--- src/hw/hspwm_defs.svh ---
// Constants for the high-side PWM and bridge configuration register bank.
// Assumes a 10 MHz system clock and a serial frame decoder delivering 7-bit addresses.
`ifndef HSPWM_DEFS_SVH
`define HSPWM_DEFS_SVH

// ----------------------------------------------------------------
// Register addresses
// ----------------------------------------------------------------
`define HSPWM_ADDR_PWM_CFG 7'h0a
`define HSPWM_ADDR_SCRATCH 7'h0b
`define HSPWM_ADDR_BRIDGE 7'h10

// ----------------------------------------------------------------
// Field positions
// ----------------------------------------------------------------
`define HSPWM_PERIOD_BIT 14
`define HSPWM_DUTY_MSB 13
`define HSPWM_DUTY_LSB 4
`define HSPWM_SEL_MSB 2
`define HSPWM_PWM_CFG_MASK 16'h7ff7
`define HSPWM_PWM_CFG_RESTART_KEEP 16'h7ff0
`define HSPWM_BRIDGE_HI_MASK 16'hff00

// ----------------------------------------------------------------
// Reset values
// ----------------------------------------------------------------
`define HSPWM_PWM_CFG_RESET 16'h0000
`define HSPWM_SCRATCH_RESET 16'h0000
`define HSPWM_BRIDGE_RESET 16'h0801

// ----------------------------------------------------------------
// Timing
// ----------------------------------------------------------------
`define HSPWM_CLK_HZ 10000000
`define HSPWM_FREQ_SLOW_HZ 100
`define HSPWM_FREQ_FAST_HZ 200
`define HSPWM_DUTY_STEPS 1024
// Cycles per duty step at 200 Hz; 100 Hz uses every second enable.
`define HSPWM_STEP_CYCLES (`HSPWM_CLK_HZ / (`HSPWM_FREQ_FAST_HZ * `HSPWM_DUTY_STEPS))

`endif

--- src/hw/hspwm_pkg.sv ---
// Types shared by the high-side PWM register bank.
// Assumes the constants header is included by the design files.
package hspwm_pkg;
	typedef logic [15:0] hspwm_word_t;
	typedef logic [9:0] hspwm_duty_t;
	typedef enum logic [1:0] {
		HSPWM_MODE_NORMAL = 2'b00,
		HSPWM_MODE_FAILSAFE = 2'b01,
		HSPWM_MODE_RESTART = 2'b10,
		HSPWM_MODE_OTHER = 2'b11
	} hspwm_mode_t;
	typedef enum logic [1:0] {
		HSPWM_GEN_IDLE = 2'b00,
		HSPWM_GEN_SETTLE = 2'b01,
		HSPWM_GEN_VALID = 2'b10
	} hspwm_gen_state_t;
endpackage

--- src/hw/hspwm_gen.sv ---
// One internal high-side PWM generator.
// Assumes a shared one-cycle step enable and a synchronous active-low reset.
`timescale 1ns/1ns
module hspwm_gen (
	// Clock and reset
	input wire logic sys_clk_in,
	input wire logic rst_n_in,
	// Timing
	input wire logic step_en_in,
	// Configuration
	input wire logic period_select_in,
	input wire hspwm_pkg::hspwm_duty_t duty_in,
	input wire logic load_in,
	// Output
	output logic pwm_out,
	output logic valid_out
);
	import hspwm_pkg::*;

	logic [9:0] phase;
	logic half_tick;
	hspwm_gen_state_t state;
	logic step;

	// At 100 Hz each duty step takes two enables.
	assign step = step_en_in & (period_select_in | half_tick);

	always_ff @(posedge sys_clk_in) begin
		if (!rst_n_in) begin
			half_tick <= 1'b0;
			phase <= 10'h000;
		end else if (load_in) begin
			half_tick <= 1'b0;
			phase <= 10'h000;
		end else if (step_en_in) begin
			half_tick <= ~half_tick;
			if (step) begin
				phase <= phase + 10'h001;
			end
		end
	end

	// Output counts as valid only after one full period from the last load.
	always_ff @(posedge sys_clk_in) begin
		if (!rst_n_in) begin
			state <= HSPWM_GEN_IDLE;
		end else if (load_in) begin
			state <= HSPWM_GEN_SETTLE;
		end else begin
			case (state)
				HSPWM_GEN_IDLE: state <= HSPWM_GEN_IDLE;
				HSPWM_GEN_SETTLE: begin
					if (step && phase == 10'h3ff) begin
						state <= HSPWM_GEN_VALID;
					end
				end
				HSPWM_GEN_VALID: state <= HSPWM_GEN_VALID;
				default: state <= HSPWM_GEN_IDLE;
			endcase
		end
	end

	always_ff @(posedge sys_clk_in) begin
		if (!rst_n_in) begin
			pwm_out <= 1'b0;
			valid_out <= 1'b0;
		end else begin
			valid_out <= (state == HSPWM_GEN_VALID);
			if (duty_in == 10'h000) begin
				pwm_out <= 1'b0;
			end else if (duty_in == 10'h3ff) begin
				pwm_out <= 1'b1;
			end else begin
				pwm_out <= (phase < duty_in);
			end
		end
	end
endmodule

--- src/hw/hspwm_regs.sv ---
// High-side PWM configuration, host scratch store and upper bridge control fields.
// Assumes a serial frame decoder that presents one 16-bit access per frame with a write strobe.
`timescale 1ns/1ns
`include "hspwm_defs.svh"
module hspwm_regs (
	// Clock and reset
	input wire logic sys_clk_in,
	input wire logic rst_n_in,
	input wire logic soft_reset_in,
	input wire logic restart_reset_in,
	// Device mode
	input wire hspwm_pkg::hspwm_mode_t mode_in,
	// Serial frame access
	input wire logic frame_valid_in,
	input wire logic frame_write_in,
	input wire logic [6:0] frame_addr_in,
	input wire hspwm_pkg::hspwm_word_t frame_wdata_in,
	output hspwm_pkg::hspwm_word_t frame_rdata_out,
	output logic frame_hit_out,
	// External PWM inputs
	input wire logic [3:0] pwm_input_in,
	// High-side generator outputs
	output logic [3:0] highside_output_out,
	output logic [3:0] gen_valid_out,
	// Half-bridge control
	output logic [3:0] half_bridge_pwm_out,
	output logic driver_sync_rate_out,
	output logic pump_undervolt_level_out,
	output logic transistor_type_select_out,
	output logic pump_stage_auto_switch_out,
	output logic driver_overvolt_recovery_out,
	output logic gate_current_adapt_step_out
);
	import hspwm_pkg::*;

	// ----------------------------------------------------------------
	// Address decode
	// ----------------------------------------------------------------
	function automatic logic addr_is(input logic [6:0] a, input logic [6:0] ref_addr);
		addr_is = (a == ref_addr);
	endfunction

	hspwm_word_t highside_pwm_config;
	hspwm_word_t host_scratch_store;
	hspwm_word_t bridge_general_config;
	logic [13:0] step_cnt;
	logic step_en;
	logic [3:0] gen_load;
	logic [3:0] gen_period;
	hspwm_duty_t gen_duty [0:3];
	logic [3:0] gen_pwm;
	logic scratch_ok;
	logic wr_pwm;
	logic wr_scratch;
	logic wr_bridge;
	logic next_hit;
	hspwm_word_t next_rdata;

	// ----------------------------------------------------------------
	// Write strobes
	// ----------------------------------------------------------------
	assign scratch_ok = (mode_in == HSPWM_MODE_NORMAL);
	assign wr_pwm = frame_valid_in & frame_write_in
		& addr_is(frame_addr_in, `HSPWM_ADDR_PWM_CFG);
	assign wr_scratch = frame_valid_in & frame_write_in & scratch_ok
		& addr_is(frame_addr_in, `HSPWM_ADDR_SCRATCH);
	assign wr_bridge = frame_valid_in & frame_write_in
		& addr_is(frame_addr_in, `HSPWM_ADDR_BRIDGE);

	// ----------------------------------------------------------------
	// PWM configuration register
	// ----------------------------------------------------------------
	// Duty and period survive a restart since their restart value is undefined.
	// A write that meets any reset in the same cycle is dropped from the register, but gen_load still fires on a restart.
	always_ff @(posedge sys_clk_in) begin
		if (!rst_n_in || soft_reset_in) begin
			highside_pwm_config <= `HSPWM_PWM_CFG_RESET;
		end else if (restart_reset_in) begin
			highside_pwm_config <= highside_pwm_config & `HSPWM_PWM_CFG_RESTART_KEEP;
		end else if (wr_pwm) begin
			highside_pwm_config <= frame_wdata_in & `HSPWM_PWM_CFG_MASK;
		end
	end

	// ----------------------------------------------------------------
	// Scratch register
	// ----------------------------------------------------------------
	// Restart and fail-safe do not touch it, so host data survives those modes.
	always_ff @(posedge sys_clk_in) begin
		if (!rst_n_in || soft_reset_in) begin
			host_scratch_store <= `HSPWM_SCRATCH_RESET;
		end else if (wr_scratch) begin
			host_scratch_store <= frame_wdata_in;
		end
	end

	// ----------------------------------------------------------------
	// Bridge general control register
	// ----------------------------------------------------------------
	always_ff @(posedge sys_clk_in) begin
		if (!rst_n_in || soft_reset_in) begin
			bridge_general_config <= `HSPWM_BRIDGE_RESET;
		end else if (wr_bridge) begin
			bridge_general_config <= frame_wdata_in;
		end
	end

	// ----------------------------------------------------------------
	// Read path
	// ----------------------------------------------------------------
	always_comb begin
		next_hit = 1'b1;
		next_rdata = 16'h0000;
		case (frame_addr_in)
			`HSPWM_ADDR_PWM_CFG: begin
				next_rdata = highside_pwm_config & `HSPWM_PWM_CFG_MASK;
			end
			`HSPWM_ADDR_SCRATCH: begin
				next_hit = scratch_ok;
				if (scratch_ok) begin
					next_rdata = host_scratch_store;
				end
			end
			`HSPWM_ADDR_BRIDGE: begin
				next_rdata = bridge_general_config;
			end
			default: begin
				next_hit = 1'b0;
			end
		endcase
	end

	// A write returns the value held before it, since the read is taken on the same edge.
	always_ff @(posedge sys_clk_in) begin
		if (!rst_n_in) begin
			frame_rdata_out <= 16'h0000;
			frame_hit_out <= 1'b0;
		end else if (frame_valid_in) begin
			frame_rdata_out <= next_rdata;
			frame_hit_out <= next_hit;
		end
	end

	// ----------------------------------------------------------------
	// Step divider
	// ----------------------------------------------------------------
	// The divide truncates, so both rates run slightly fast but stay locked together.
	always_ff @(posedge sys_clk_in) begin
		if (!rst_n_in) begin
			step_cnt <= 14'h0000;
			step_en <= 1'b0;
		end else if (step_cnt == 14'((`HSPWM_STEP_CYCLES) - 1)) begin
			step_cnt <= 14'h0000;
			step_en <= 1'b1;
		end else begin
			step_cnt <= step_cnt + 14'h0001;
			step_en <= 1'b0;
		end
	end

	// ----------------------------------------------------------------
	// Generators
	// ----------------------------------------------------------------
	genvar g;
	generate
		for (g = 0; g < 4; g = g + 1) begin : gen_slot
			// Only codes 0..3 load a generator; 1xx hits none.
			assign gen_load[g] = wr_pwm
				&& !frame_wdata_in[`HSPWM_SEL_MSB]
				&& frame_wdata_in[1:0] == 2'(g);

			always_ff @(posedge sys_clk_in) begin
				if (!rst_n_in || soft_reset_in) begin
					gen_period[g] <= 1'b0;
					gen_duty[g] <= 10'h000;
				end else if (gen_load[g]) begin
					gen_period[g] <= frame_wdata_in[`HSPWM_PERIOD_BIT];
					gen_duty[g] <= frame_wdata_in[`HSPWM_DUTY_MSB:`HSPWM_DUTY_LSB];
				end
			end

			hspwm_gen u_gen (
				.sys_clk_in(sys_clk_in),
				.rst_n_in(rst_n_in),
				.step_en_in(step_en),
				.period_select_in(gen_period[g]),
				.duty_in(gen_duty[g]),
				.load_in(gen_load[g]),
				.pwm_out(gen_pwm[g]),
				.valid_out(gen_valid_out[g])
			);
		end
	endgenerate

	// ----------------------------------------------------------------
	// Outputs
	// ----------------------------------------------------------------
	// Generators feed only the high-side switches, never the bridge inputs.
	always_ff @(posedge sys_clk_in) begin
		if (!rst_n_in) begin
			highside_output_out <= 4'h0;
		end else begin
			highside_output_out <= gen_pwm;
		end
	end

	// ----------------------------------------------------------------
	// Half-bridge routing
	// ----------------------------------------------------------------
	// A remapped pair parks its spare bridge low instead of leaving it floating.
	function automatic logic [1:0] pair_route(input logic swap, input logic [1:0] pins);
		if (swap) begin
			pair_route = {pins[0], 1'b0};
		end else begin
			pair_route = pins;
		end
	endfunction

	always_ff @(posedge sys_clk_in) begin
		if (!rst_n_in) begin
			half_bridge_pwm_out <= 4'h0;
		end else begin
			half_bridge_pwm_out[1:0] <= pair_route(bridge_general_config[13],
				pwm_input_in[1:0]);
			half_bridge_pwm_out[3:2] <= pair_route(bridge_general_config[14],
				pwm_input_in[3:2]);
		end
	end

	// ----------------------------------------------------------------
	// Bridge driver option fields
	// ----------------------------------------------------------------
	// Each option has its own flop and follows the register one clock later.
	always_ff @(posedge sys_clk_in) begin
		if (!rst_n_in) begin
			driver_sync_rate_out <= 1'b0;
		end else begin
			driver_sync_rate_out <= bridge_general_config[15];
		end
	end

	always_ff @(posedge sys_clk_in) begin
		if (!rst_n_in) begin
			pump_undervolt_level_out <= 1'b0;
		end else begin
			pump_undervolt_level_out <= bridge_general_config[12];
		end
	end

	always_ff @(posedge sys_clk_in) begin
		if (!rst_n_in) begin
			transistor_type_select_out <= 1'b1;
		end else begin
			transistor_type_select_out <= bridge_general_config[11];
		end
	end

	always_ff @(posedge sys_clk_in) begin
		if (!rst_n_in) begin
			pump_stage_auto_switch_out <= 1'b0;
		end else begin
			pump_stage_auto_switch_out <= bridge_general_config[10];
		end
	end

	always_ff @(posedge sys_clk_in) begin
		if (!rst_n_in) begin
			driver_overvolt_recovery_out <= 1'b0;
		end else begin
			driver_overvolt_recovery_out <= bridge_general_config[9];
		end
	end

	always_ff @(posedge sys_clk_in) begin
		if (!rst_n_in) begin
			gate_current_adapt_step_out <= 1'b0;
		end else begin
			gate_current_adapt_step_out <= bridge_general_config[8];
		end
	end
endmodule

--- config.mk ---
export PLATFORM = sky130hd
export DESIGN_NAME = hspwm_regs
export DESIGN_NICKNAME = d
export VERILOG_FILES = /design/src/hw/hspwm_pkg.sv /design/src/hw/hspwm_gen.sv /design/src/hw/hspwm_regs.sv
export VERILOG_INCLUDE_DIRS = /design/src /design/src/hw
export SDC_FILE = /design/constraint.sdc
export NUM_CORES = 1
export LEC_CHECK = 0
export BUFFER_PORTS_ARGS = -buffer_cell sky130_fd_sc_hd__buf_2
export CORE_MARGIN = 4
export CORE_UTILIZATION = 55
export DETAILED_ROUTE_END_ITERATION = 12
export GPL_TIMING_DRIVEN = 0
export PLACE_DENSITY = 0.74
export SETUP_SLACK_MARGIN = 0.15
export SYNTH_ARGS = -nofsm -noshare
export SYNTH_HDL_FRONTEND = slang
export SYNTH_SLANG_ARGS = --single-unit
--- constraint.sdc ---
create_clock -name sys_clk_in -period 2 [get_ports sys_clk_in]
set_clock_uncertainty 0.1 [all_clocks]
set_input_delay 0.1 -clock sys_clk_in [delete_from_list [all_inputs] [get_ports sys_clk_in]]
set_output_delay 0.1 -clock sys_clk_in [all_outputs]
set_load 0.02 [all_outputs]
# Yosys cells after proc, flatten, opt, wreduce, memory -nomap -nowiden
# Memories as Yosys holds them, arrays and structs flattened.
# Index checks and enable logic that the tools add are counted.
word_totals:
  register_bits: 156
  mem_count: 1
  output_inout_bits: 35
  ram_bits: 40
  in_bits: 35
  latch_bits: 0
  rom_bits: 0
op_classes:
  n_reduce_logical: 36
  n_eq_ne: 31
  mul: 0
  n_shift: 0
  n_lt_le_gt_ge: 4
  div_mod_pow: 0
  n_bitwise: 23
  n_addsub: 5
  mux: 40
mem_list:
  columns: ["memory", "words", "width", "rd", "rd_ports_with_merged_regs", "write_ports", "line_no", "source"]
  rows:
  - ["gen_duty", 4, 10, 4, 0, 4, "hspwm_regs.sv:50", "hspwm_duty_t gen_duty [0:3];"]
ops:
  columns: ["op", "n"]
  rows:
  - ["10-bit == test, second input constant", 8]
  - ["16-bit one-hot mux with 3 select lines", 1]
  - ["10-bit by 1-bit adder with 10-bit output, second input constant", 4]
  - ["10-bit logical NOT", 4]
  - ["10-bit less-than comparator", 4]
  - ["10-bit two-way mux", 4]
  - ["2-bit OR reduction", 13]
  - ["1-bit two-way mux", 23]
  - ["16-bit two-way mux", 1]
  - ["2-bit one-hot mux with 2 select lines", 4]
  - ["14-bit by 1-bit adder with 14-bit output, second input constant", 1]
  - ["14-bit by 6-bit == test with 1-bit output, second input constant", 1]
  - ["7-bit by 4-bit == test with 1-bit output, second input constant", 2]
  - ["2-bit == test, second input constant", 6]
  - ["2-bit two-way mux", 6]
  - ["3-bit by 1-bit inequality test with 1-bit output, second input constant", 4]
  - ["2-bit by 1-bit == test with 1-bit output, second input constant", 5]
  - ["2-bit AND reduction", 5]
  - ["1-bit bitwise AND", 9]
  - ["1-bit logical AND", 9]
  - ["2-bit by 1-bit inequality test with 1-bit output, second input constant", 4]
  - ["1-bit bitwise OR", 8]
  - ["7-bit by 5-bit == test with 1-bit output, second input constant", 1]
  - ["1-bit inverter", 6]
  - ["other kinds (4)", 6]

# Longest topological paths before layout
# Gate-level depths: netlist (run 1).
logic_depth:
  word_depth: 8
  mapped_depth: 6
  mapped_depth_nobuf: 6

# Hierarchy
# A second synthesis (run 1) with hierarchy kept.
unflattened:
  cells_unflattened: 948
  hier_area_um2: 8889.8
modules_own_cells:
  columns: ["module", "cells_per_inst", "n_inst", "area_per_inst_um2"]
  rows:
  - ["hspwm_regs", 520, 1, 5196.2]
  - ["hspwm_gen", 107, 4, 923.4]

# Worst setup path after synthesis (run 1)
# OpenSTA, ideal clock, no wires.
synth_timing:
  kind: "reg-to-reg"
  startpoint: "register gen_slot[3].u_gen.phase[0]"
  endpoint: "register gen_slot[3].u_gen.state[1]"
  stages_incl_launch_ff: 6
  arrival_time_ps: 1471
  slack_ps: 359
  n_path_buf: 0
  required_time_ps: 1830
  path_cell_list: "dfxtp_1 -> ha_1 -> nand3_1 -> or4_1 -> a21o_1 -> a21oi_1"
synth_via:
  elab_chain_cells: 3
synth_lines:
  columns: ["element", "line_no", "source"]
  rows:
  - ["start, declared", "hspwm_gen.sv:20", "logic [9:0] phase;"]
  - ["start signal, assigned", "hspwm_gen.sv:38", "phase <= phase + 10'h001;"]
  - ["10-bit == test", "hspwm_gen.sv:53", "if (step && phase == 10'h3ff) begin"]
  - ["1-bit logical AND", "hspwm_gen.sv:53", null]
  - ["2-bit by 1-bit inequality test with 1-bit output (no line)", null, null]
  - ["end signal, assigned", "hspwm_gen.sv:54", "state <= HSPWM_GEN_VALID;"]
  - ["end signal, assigned", "hspwm_gen.sv:57", "HSPWM_GEN_VALID: state <= HSPWM_GEN_VALID;"]
  - ["end signal, assigned", "hspwm_gen.sv:58", "default: state <= HSPWM_GEN_IDLE;"]
  - ["end, declared", "hspwm_gen.sv:22", "hspwm_gen_state_t state;"]
# Every way passes these cells.
# A chain may end at the register's enable or synchronous reset.

# Final worst setup path (run 1)
layout_timing:
  startpoint: "register step_en"
  endpoint: "register gen_slot[0].u_gen.state[1]"
layout_via:
  elab_chain_cells: 3
layout_lines:
  columns: ["element", "line_no", "source"]
  rows:
  - ["start, declared", "hspwm_regs.sv:47", "logic step_en;"]
  - ["start signal, assigned", "hspwm_regs.sv:151", "step_en <= 1'b0;"]
  - ["start signal, assigned", "hspwm_regs.sv:154", "step_en <= 1'b1;"]
  - ["start signal, assigned", "hspwm_regs.sv:157", "step_en <= 1'b0;"]
  - ["1-bit bitwise AND", "hspwm_gen.sv:26", "assign step = step_en_in & (period_select_in | half_tick);"]
  - ["1-bit logical AND", "hspwm_gen.sv:53", null]
  - ["2-bit by 1-bit inequality test with 1-bit output (no line)", null, null]
  - ["end signal, assigned", "hspwm_gen.sv:54", null]
  - ["end signal, assigned", "hspwm_gen.sv:57", null]
  - ["end signal, assigned", "hspwm_gen.sv:58", null]
  - ["end, declared", "hspwm_gen.sv:22", null]
# Every way passes these cells.

==> results of run 1 <==
==> timing repair <==
action / in CTS / in global routing
gates cloned: 0 / 0
pin swaps: 0 / 3
hold buffers: 23 / 0
resized for setup: 4 / 18
setup endpoints to repair: 4 / 37
buffers inserted: 0 / 1
hold endpoints to repair: 61 / 0
==> report_power, final <==
group,leakage [nW],internal [W],switching [W]
clock,0.286,0.00169,0.00162
sequential,1.70,0.00409,0.0000388
combinational,2.04,0.000138,0.000267
total,4.03,0.00592,0.00193
==> state kept, by name, indices dropped and copies added (netlist names) <==
name                          cells
step_cnt                         14
gen_slot.u_gen.pwm_out            4
gate_current_adapt_step_out       1
gen_duty                         40
pump_stage_auto_switch_out        1
driver_sync_rate_out              1
gen_slot.u_gen.valid_out          4
host_scratch_store               16
gen_slot.u_gen.half_tick          4
half_bridge_pwm_out               4
bridge_general_config            16
gen_slot.u_gen.phase             40
step_en                           1
highside_pwm_config              14
pump_undervolt_level_out          1
gen_slot.u_gen.state              8
transistor_type_select_out        1
gen_period                        4
frame_rdata_out                  16
highside_output_out               4
frame_hit_out                     1
driver_overvolt_recovery_out      1
==> layer usage <==
layer	part of all wire [%]	track usage, %	wire [um]
met5	0	0	0
met4	2.2	7.45	449
met1	44	31.1	9060
met2	47	38.1	9550
met3	6.6	4.58	1340
==> logic make-up after synthesis <==
| family | count (synthesis) | share of synthesized area (%) |
|---|---|---|
| flip-flops | 196 | 48.6 |
| AO/OA/AOI/OAI | 165 | 11.5 |
| multiplexers | 10 | 1.13 |
| AND/OR/NAND/NOR | 405 | 22.6 |
| XOR/XNOR | 52 | 5.12 |
| adder cells (fa/ha/maj) | 49 | 6.90 |
| buffers and inverters | 90 | 4.14 |
==> cells in the final DEF, fill, tap and decap left out, types with 6 or more instances in the layout <==
| cell | instances |
|---|---|
| a21o_1 | 10 |
| a21oi_1 | 67 |
| a22o_1 | 14 |
| a22oi_1 | 16 |
| and2_1 | 58 |
| buf_2 | 75 |
| buf_4 | 6 |
| clkbuf_1 | 20 |
| clkbuf_16 | 17 |
| dfxtp_1 | 152 |
| dlygate4sd3_1 | 23 |
| edfxtp_1 | 40 |
| ha_1 | 49 |
| inv_1 | 51 |
| mux2i_1 | 10 |
| nand2_1 | 147 |
| nand2b_1 | 6 |
| nand3_1 | 18 |
| nand4_1 | 32 |
| nor2_1 | 75 |
| nor3_1 | 21 |
| nor4_1 | 19 |
| o21a_1 | 7 |
| o21ai_0 | 27 |
| xnor2_1 | 35 |
| xor2_1 | 17 |
==> worst max path at each step <==
stage	from	end	slack (ps)	depth (start not counted)
2_1_floorplan	gen_slot[3].u_gen.phase[0]	gen_slot[3].u_gen.state[1]	360	5
3_3_place_gp	frame_addr_in[2]	gen_slot[3].u_gen.phase[9]	-60	6
3_5_place_dp	frame_addr_in[2]	gen_slot[1].u_gen.phase[5]	-100	6
4_1_cts	gen_slot[3].u_gen.phase[0]	gen_slot[3].u_gen.state[1]	160	5
5_1_grt	step_en	gen_slot[0].u_gen.state[1]	160	5
6_report	step_en	gen_slot[0].u_gen.state[1]	220	5
==> area by class of cell <==
class | count | share of cell area (%)
clock inverters | 14 | 1.27
well taps | 216 | 2.61
plain buffers | 39 | 1.80
clock buffers | 18 | 4.24
multi-input cells | 681 | 40.8
repair buffers | 93 | 5.63
inverters | 51 | 1.85
flip-flops and latches | 196 | 41.8
==> through the flow <==
stage          setup slack [ps]  setup TNS, ps  hold WS (ps)  cell area, sq um  std cells
6_report                    216              0          20.3             10400       1308
5_1_grt                     155              0          43.3             10400       1308
4_1_cts                     161              0          3.63             10300       1307
3_5_place_dp              -98.1          -1770           238              9500       1252
3_3_place_gp              -60.5          -1220           242              9500       1252
2_1_floorplan               359              0          79.3              8890        967
==> worst reg2reg max path: stages, from the launching register on <==
cell     delay (ps)
dfxtp_1         300
buf_2           260
o21ai_2         180
or4_4           580
a21o_1          190
a21oi_1         120
==> impl_metrics.py, run 1 <==
metrics = {
    "floorplan": {
        "dieArea_sq_um": 18300,
        "io_pins": 70,
        "start_util_pct": 56.0,
        "die_w_um": 135,
        "rows": 46,
        "core_sq_um": 15900,
        "die_h_um": 135,
    },
    "outcome": {
        "status": "complete, no violations",
    },
    "finish": {
        "n_antenna_cell": 0,
        "final_util_pct": 65.2,
        "drive_gt1_share_pct": 12.8,
        "final-seq-area_sq_um": 4330,
        "nFillCells": 1344,
        "nets": 1163,
        "multi_input_area_sq_um": 4230,
        "areaGrowthSynthToFinish_pct": 16.6,
    },
    "global_route": {
        "grt_pass1_wl_um": 33900,
        "antenna_found_initial": 0,
        "grt_overflow_total": 0,
        "grt_pass1_vias": 6753,
        "grt_max_degree": 20,
        "grt_usage_pct": 23.2,
    },
    "sta": {
        "rsz0062_at_grt": "false",
        "relSlewSlack_pct": 55.8,
        "final_hold_viol_count": 0,
        "fin_crit_ps": 1780,
        "tightestPinTransition_ps": 663,
        "max_freq_ghz": 0.561,
        "setup_viol": 0,
        "finalCritPeriodShare_pct": 89.2,
        "maxSlewViolCount": 0,
    },
    "flow_run": {
        "drv_cap": 0,
    },
    "synthesis": {
        "synthArstFlopShare_pct": 0,
        "avgSynthCellArea_sq_um": 9.19,
        "ys_top_cells_by_area": "dfxtp_1, edfxtp_1, ha_1",
        "yosysMostFrequentCell": "dfxtp_1",
        "synth_edf_count": 40,
        "syn_inst": 967,
        "netlist.area_leader.share_pct": 35.1,
        "ys_types": 49,
        "synth_warnings": 0,
        "syn_area_sq_um": 8890,
        "synth-seq-cells": 196,
        "synth_top_cell_by_area": "dfxtp_1",
        "synthTopCellsByCount": "dfxtp_1, nand2_1, nor2_1, a21oi_1, and2_1",
        "yosysSeqAreaShare_pct": 48.6,
        "synth_flop_cell": "dfxtp_1",
        "syn-num-nets": 1051,
    },
    "detailed_routing": {
        "first_iter_violations": 489,
        "firstDrtPassIters": 5,
        "detail_route.vias_per_cell": 5.44,
        "ant_nets": 0,
        "drcViolationCount": 0,
        "post_drt_wl_per_cell_um": 15.6,
        "vias": 7111,
        "wirelength_um": 20400,
    },
    "place": {
        "dpl.hpwl_um": 14400,
        "gp_congestion": 0.870,
        "io_buffers": 69,
    },
    "hold_path": {
        "holdPathStages": 5,
        "hp-class": "input pin to flop",
        "hold_end": "highside_pwm_config[8]",
        "holdCritStartpoint": "frame_write_in",
    },
    "clock_network": {
        "clockRootBuffer": "clkbuf_16",
        "clk_pin_slew_ps": 80,
        "clock_latency_ps": 440,
        "tritoncts": "done",
        "cts.sinks": 196,
        "cts_inserted_buffers": 17,
        "cts_max_level": 4,
        "clk_path_buf_depth": 2,
    },
    "critical_path": {
        "r2r_cells": 5,
        "rrSetupSlack_ps": 220,
        "cp_cell_sequence": "buf_2 > o21ai_2 > or4_4 > a21o_1 > a21oi_1",
        "crit_family": "simple AND/OR/NAND/NOR gates",
        "endpoint_kind": "flop",
        "worstPathMaxFanout": 7,
        "cp_slowest_cell": "or4_4",
        "required_ps": 2260,
        "crit_arrival_ps": 2050,
        "cp_num_buf_inv": 1,
        "cpPeakStageDelay_ps": 580,
        "start_kind": "flop",
        "r2r-start": "step_en",
        "r2r_end": "gen_slot[0].u_gen.state[1]",
        "path_class": "flop to flop",
    },
    "power": {
        "report.power.total_w": 0.00785,
        "ir_drop_v": 0.000754,
        "leakage_nw": 4.03,
        "powerDensity_nw_per_um2": 758,
    },
}
(Power assumes the default switching activity.)
==> inputs of run 2 (changes only) <==
- ABC_AREA: not set -> 1
- SYNTH_HIERARCHICAL: not set -> 1
==> impl_metrics.py, run 2 <==
metrics = {
    "clock_network": {
        "cts_inserted_buffers": 17,
        "cts.sinks": 196,
        "clock_latency_ps": 440,
        "post_cts_buffers": 0,
        "tritoncts": "done",
        "clk_path_buf_depth": 2,
        "clockRootBuffer": "clkbuf_16",
        "cts_max_level": 4,
        "clk_pin_slew_ps": 80,
    },
    "place": {
        "dpl.hpwl_um": 17000,
        "dpl_worst_slack_ps": -212,
        "place_area_sq_um": 10300,
        "io_buffers": 69,
        "gp_congestion": 0.908,
        "dp.cells": 1565,
    },
    "detailed_routing": {
        "drcViolationCount": 0,
        "wirelength_um": 22800,
        "vias": 8427,
        "post_drt_wl_per_cell_um": 14.1,
        "ant_nets": 0,
        "first_iter_violations": 642,
        "firstDrtPassIters": 5,
        "detail_route.vias_per_cell": 5.21,
    },
    "floorplan": {
        "dieArea_sq_um": 19800,
        "die_w_um": 141,
        "rows": 48,
        "start_util_pct": 55.9,
        "core_sq_um": 17300,
        "io_pins": 70,
        "die_h_um": 141,
    },
    "synthesis": {
        "ys_types": 37,
        "synth_top_cell_by_area": "dfxtp_1",
        "synth_edf_count": 40,
        "syn_inst": 1271,
        "synth_flop_cell": "dfxtp_1",
        "avgSynthCellArea_sq_um": 7.61,
        "yosysSeqAreaShare_pct": 44.7,
        "synthTopCellsByCount": "nand2_1, inv_1, dfxtp_1, nor2_1, a21oi_1",
        "synth-seq-cells": 196,
        "ys_top_cells_by_area": "dfxtp_1, edfxtp_1, nand2_1",
        "synth_warnings": 6,
        "synthArstFlopShare_pct": 0,
        "yosysMostFrequentCell": "nand2_1",
        "syn-num-nets": 1355,
        "syn_area_sq_um": 9680,
        "netlist.area_leader.share_pct": 32.3,
    },
    "power": {
        "swShare_pct": 24.7,
        "combPwrFrac_pct": 5.9,
        "ir_drop_v": 0.000779,
        "internal-power_w": 0.00591,
        "p_switching_w": 0.00194,
        "powerDensity_nw_per_um2": 707,
        "report.power.total_w": 0.00785,
        "leakage_nw": 4.72,
        "pwr-share-clk_pct": 41.6,
        "seqPwrFrac_pct": 52.5,
    },
    "finish": {
        "areaGrowthSynthToFinish_pct": 14.7,
        "nets": 1464,
        "final_cells": 1618,
        "final-seq-area_sq_um": 4330,
        "n_antenna_cell": 0,
        "design_area_sq_um": 11100,
        "nFillCells": 1532,
        "top_regs": "gen_duty x40, gen_slot.u_gen/phase x40",
        "multi_input_area_sq_um": 4460,
        "final_cell_mix": "nand2_1, inv_1, dfxtp_1",
        "drive_gt1_share_pct": 14.6,
        "final_common_cell": "nand2_1",
    },
    "global_route": {
        "grt_max_degree": 19,
        "antenna_found_initial": 0,
        "grt_usage_pct": 23.3,
        "grt_pass1_wl_um": 37500,
        "grt_pass1_vias": 8044,
        "grt_overflow_total": 0,
    },
    "outcome": {
        "status": "complete, no violations",
    },
    "sta": {
        "finalCritPeriodShare_pct": 84.9,
        "tightestPinTransition_ps": 707,
        "fin_crit_ps": 1700,
        "maxSlewViolCount": 0,
        "hold_slack_ps": 33.9,
        "rsz0062_at_grt": "false",
        "max_freq_ghz": 0.589,
        "setup_viol": 0,
        "relSlewSlack_pct": 52.8,
        "final_hold_viol_count": 0,
        "worst_slack_ps": 303,
    },
    "critical_path": {
        "required_ps": 2200,
        "crit_arrival_ps": 1900,
        "path_class": "input pin to flop",
        "start_kind": "input pin",
        "worstPathMaxFanout": 10,
        "endpoint_kind": "flop",
    },
    "flow_run": {
        "drv_cap": 0,
    },
    "hold_path": {
        "hp-class": "input pin to flop",
    },
}
-- run 2: cell count changes after synthesis, sizes merged, moves of 17 or more --
cell,previous run,this run
a21oi,67,102
and2,58,0
inv,51,200
nand2,147,261
nand3,19,101
nor2,75,166
nor3,24,41
nor4,20,0
o21ai,31,66
xnor2,35,0
-- run 2: cells by family after synthesis --
kind of cell,count (synthesis),share of synthesized area [%]
buffers and inverters,235,9.37
and+or+nand+nor,597,28.4
adders and majority gates,49,6.34
xor gates and xnor gates,7,0.634
AOI/OAI and AO/OA,187,10.6
DFF,196,44.7
-- run 2: power by group through the flow --
stage	Combinational [W]	Clock (W)	Sequential (W)
floorplan	0.000249	0	0.00422
CTS	0.000458	0.00331	0.00412
global placement	0.000415	0	0.00421
global route	0.000520	0.00348	0.00412
finish	0.000465	0.00327	0.00412
detailed placement	0.000423	0	0.00421
-- run 2: final cells by class --
class | instances | area share [%]
inverters | 201 | 6.80
repair buffers | 90 | 5.03
multi-input cells | 840 | 40.2
well taps | 225 | 2.54
flip-flops and latches | 196 | 39.0
clock buffers | 20 | 4.03
clock inverters | 12 | 1.03
plain buffers | 34 | 1.43
-- run 2: per-stage QoR --
stage / TNS (ps) / utilization (%)
final: 0 / 64.2
after CTS: 0 / 64.0
after detailed placement: -7710 / 59.6
after global routing: 0 / 64.2
after floorplan: 0 / -
after global placement: -7330 / 59.6
-- run 2: worst max-delay path: stages --
cell and delay (ps):
dlygate4sd3_1 520, buf_2 200, inv_1 80, nor2_1 170, inv_1 100, nor3_4 260, nor2_1 120, buf_2 200
o21ai_1 90, a21oi_1 50
-- run 2: layer usage --
metal / vias up / track usage (%) / share of wire, %
met5: - / 0 / 0
met4: 0 / 8.11 / 2.4
met3: 43 / 4.78 / 5.0
met2: 211 / 39.9 / 48
met1: 3862 / 29.2 / 45
li1: 4311 / - / -
-- run 2: final timing paths --
path / startpoint / to / slack [ps] / cells past startpoint
worst max-delay path: frame_wdata_in[0] / gen_slot[3].u_gen/phase[0] / 300 / 10
worst min-delay path: frame_write_in / host_scratch_store[15] / 30 / 5
worst max register to register: step_cnt[0] / step_cnt[9] / 350 / 7
worst min register to register: gen_slot[2].u_gen/pwm_out / highside_output_out[2] / 310 / 2
-- run 2: repair_timing --
action,CTS,global route
setup endpoints to repair,21,72
cloned,0,0
pin swaps,0,1
resized for setup,2,6
hold endpoints to repair,50,0
hold buffers,21,0
==> inputs of run 3 (changes only) <==
- PLACE_DENSITY: 0.74 -> 0.77
- clock period: 2 -> 1.44 ns (I/O delays scaled with it)
==> impl_metrics.py, run 3 (synthesis results as in run 2) <==
metrics = {
    "global_route": {
        "top_usage_layer": "met2",
        "use_met2_pct": 44.6,
        "grt_usage_pct": 25.0,
        "grt_max_degree": 20,
        "met3_usage_pct": 4.92,
        "grt_pass1_wl_um": 40300,
        "grt_pass1_vias": 8424,
        "grt_overflow_total": 0,
        "grt_util_met1_pct": 29.8,
        "antenna_found_initial": 0,
    },
    "detailed_routing": {
        "wirelength_um": 27400,
        "firstDrtPassIters": 5,
        "detail_route.vias_per_cell": 5.47,
        "vias": 9139,
        "first_iter_violations": 602,
        "ant_nets": 0,
        "drcViolationCount": 0,
        "post_drt_wl_per_cell_um": 16.4,
    },
    "finish": {
        "final_common_cell": "nand2_1",
        "nets": 1517,
        "drive_gt1_share_pct": 30.0,
        "final_cells": 1671,
        "top_regs": "gen_duty x40, gen_slot.u_gen/phase x40",
        "final_cell_mix": "nand2_1, inv_1, dfxtp_1",
        "n_antenna_cell": 0,
        "areaGrowthSynthToFinish_pct": 30.6,
    },
    "critical_path": {
        "endpoint_kind": "flop",
        "worstPathMaxFanout": 2,
        "cp_cell_sequence": "inv_2 > ha_4 > a21oi_2 > nor2_1 > nor2_1 > nand3_1 > a21oi_2",
        "start_kind": "flop",
        "path_class": "flop to flop",
        "cpPeakStageDelay_ps": 440,
        "cp_slowest_cell": "edfxtp_1",
        "required_ps": 1700,
        "crit_arrival_ps": 1760,
    },
    "clock_network": {
        "clk_path_buf_depth": 2,
        "holdBufCountCts": 28,
        "clockRootBuffer": "clkbuf_16",
        "cts.sinks": 196,
        "cts_max_level": 4,
        "clk_pin_slew_ps": 80,
        "tritoncts": "done",
        "clock_latency_ps": 440,
        "cts_inserted_buffers": 17,
    },
    "power": {
        "report.power.total_w": 0.0113,
        "powerDensity_nw_per_um2": 896,
        "ir_drop_v": 0.000909,
        "leakage_nw": 5.21,
    },
    "place": {
        "io_buffers": 69,
        "gp_congestion": 0.896,
        "dpl.hpwl_um": 16600,
        "dp.cells": 1565,
        "dpl_worst_slack_ps": -659,
    },
    "sta": {
        "tns_ps": -75.5,
        "final_hold_viol_count": 12,
        "tightestPinTransition_ps": 754,
        "rsz0062_at_grt": "true",
        "relSlewSlack_pct": 49.7,
        "setup_viol": 3,
        "hold_slack_ps": -142,
        "finalCritPeriodShare_pct": 104,
        "max_freq_ghz": 0.668,
        "worst_slack_ps": -57.3,
        "maxSlewViolCount": 0,
        "fin_crit_ps": 1500,
    },
    "floorplan": {
        "core_sq_um": 17300,
        "io_pins": 70,
        "die_h_um": 141,
        "start_util_pct": 55.9,
        "rows": 48,
        "dieArea_sq_um": 19800,
        "die_w_um": 141,
    },
    "outcome": {
        "violations": "negative hold slack, negative setup slack",
        "status": "finished, violations left",
    },
    "hold_path": {
        "hp-class": "input pin to flop",
    },
    "flow_run": {
        "drv_cap": 0,
    },
}
-- run 3: worst max-delay path, delay by kind of cell, from the launching register on --
kind / cells / cell delay [ps]
compound gates: 2 / 290
fa+ha+maj: 1 / 200
buf+inv: 1 / 110
flops: 1 / 440
simple gates: 3 / 290
-- run 3: through the flow --
stage          cell area, sq um  utilization, %
5_1_grt                   12600            73.1
2_1_floorplan              9780               -
3_3_place_gp              10400            60.2
4_1_cts                   11900            68.6
3_5_place_dp              10400            60.2
6_report                  12600            73.1
-- run 3: worst paths after layout --
path	startpoint	end	slack (ps)	depth (start not counted)
worst max-delay path	gen_duty[2][7]	gen_slot[2].u_gen/pwm_out	-60	7
worst min-delay path	rst_n_in	gen_slot[2].u_gen/valid_out	-140	3
worst max register to register	gen_duty[2][7]	gen_slot[2].u_gen/pwm_out	-60	7
worst min register to register	gen_slot[2].u_gen/pwm_out	highside_output_out[2]	330	2
-- run 3: what timing repair did --
action                                  in CTS  in global routing
cloned                                       1                  0
pin swaps                                   44                 59
endpoints found under the hold margin       67                 10
endpoints found under the setup margin     169                129
resized for setup                           99                161
setup buffers                               24                 21
-- run 3: metal layers --
| layer | vias to the layer above | routed length, um |
|---|---|---|
| li1 | 4419 | - |
| met1 | 4292 | 10900 |
| met2 | 349 | 13900 |
| met3 | 79 | 1620 |
| met4 | 0 | 969 |
| met5 | - | 0 |
-- run 3: final cells by class --
type	instances	area, sq um
buffer	34	200
clock buffer	19	433
clock inverter	13	138
fill	1253	4650
inverter	201	777
multi-input combinational	840	5350
sequential	196	4400
tap	225	282
timing repair buffer	143	1070
-- run 3: where the power goes --
part / internal [W] / leakage (nW) / total (W) / switching, W
clock: 0.00246 / 0.279 / 0.00477 / 0.00231
combinational: 0.000311 / 3.22 / 0.000840 / 0.000529
sequential: 0.00566 / 1.72 / 0.00572 / 0.0000577
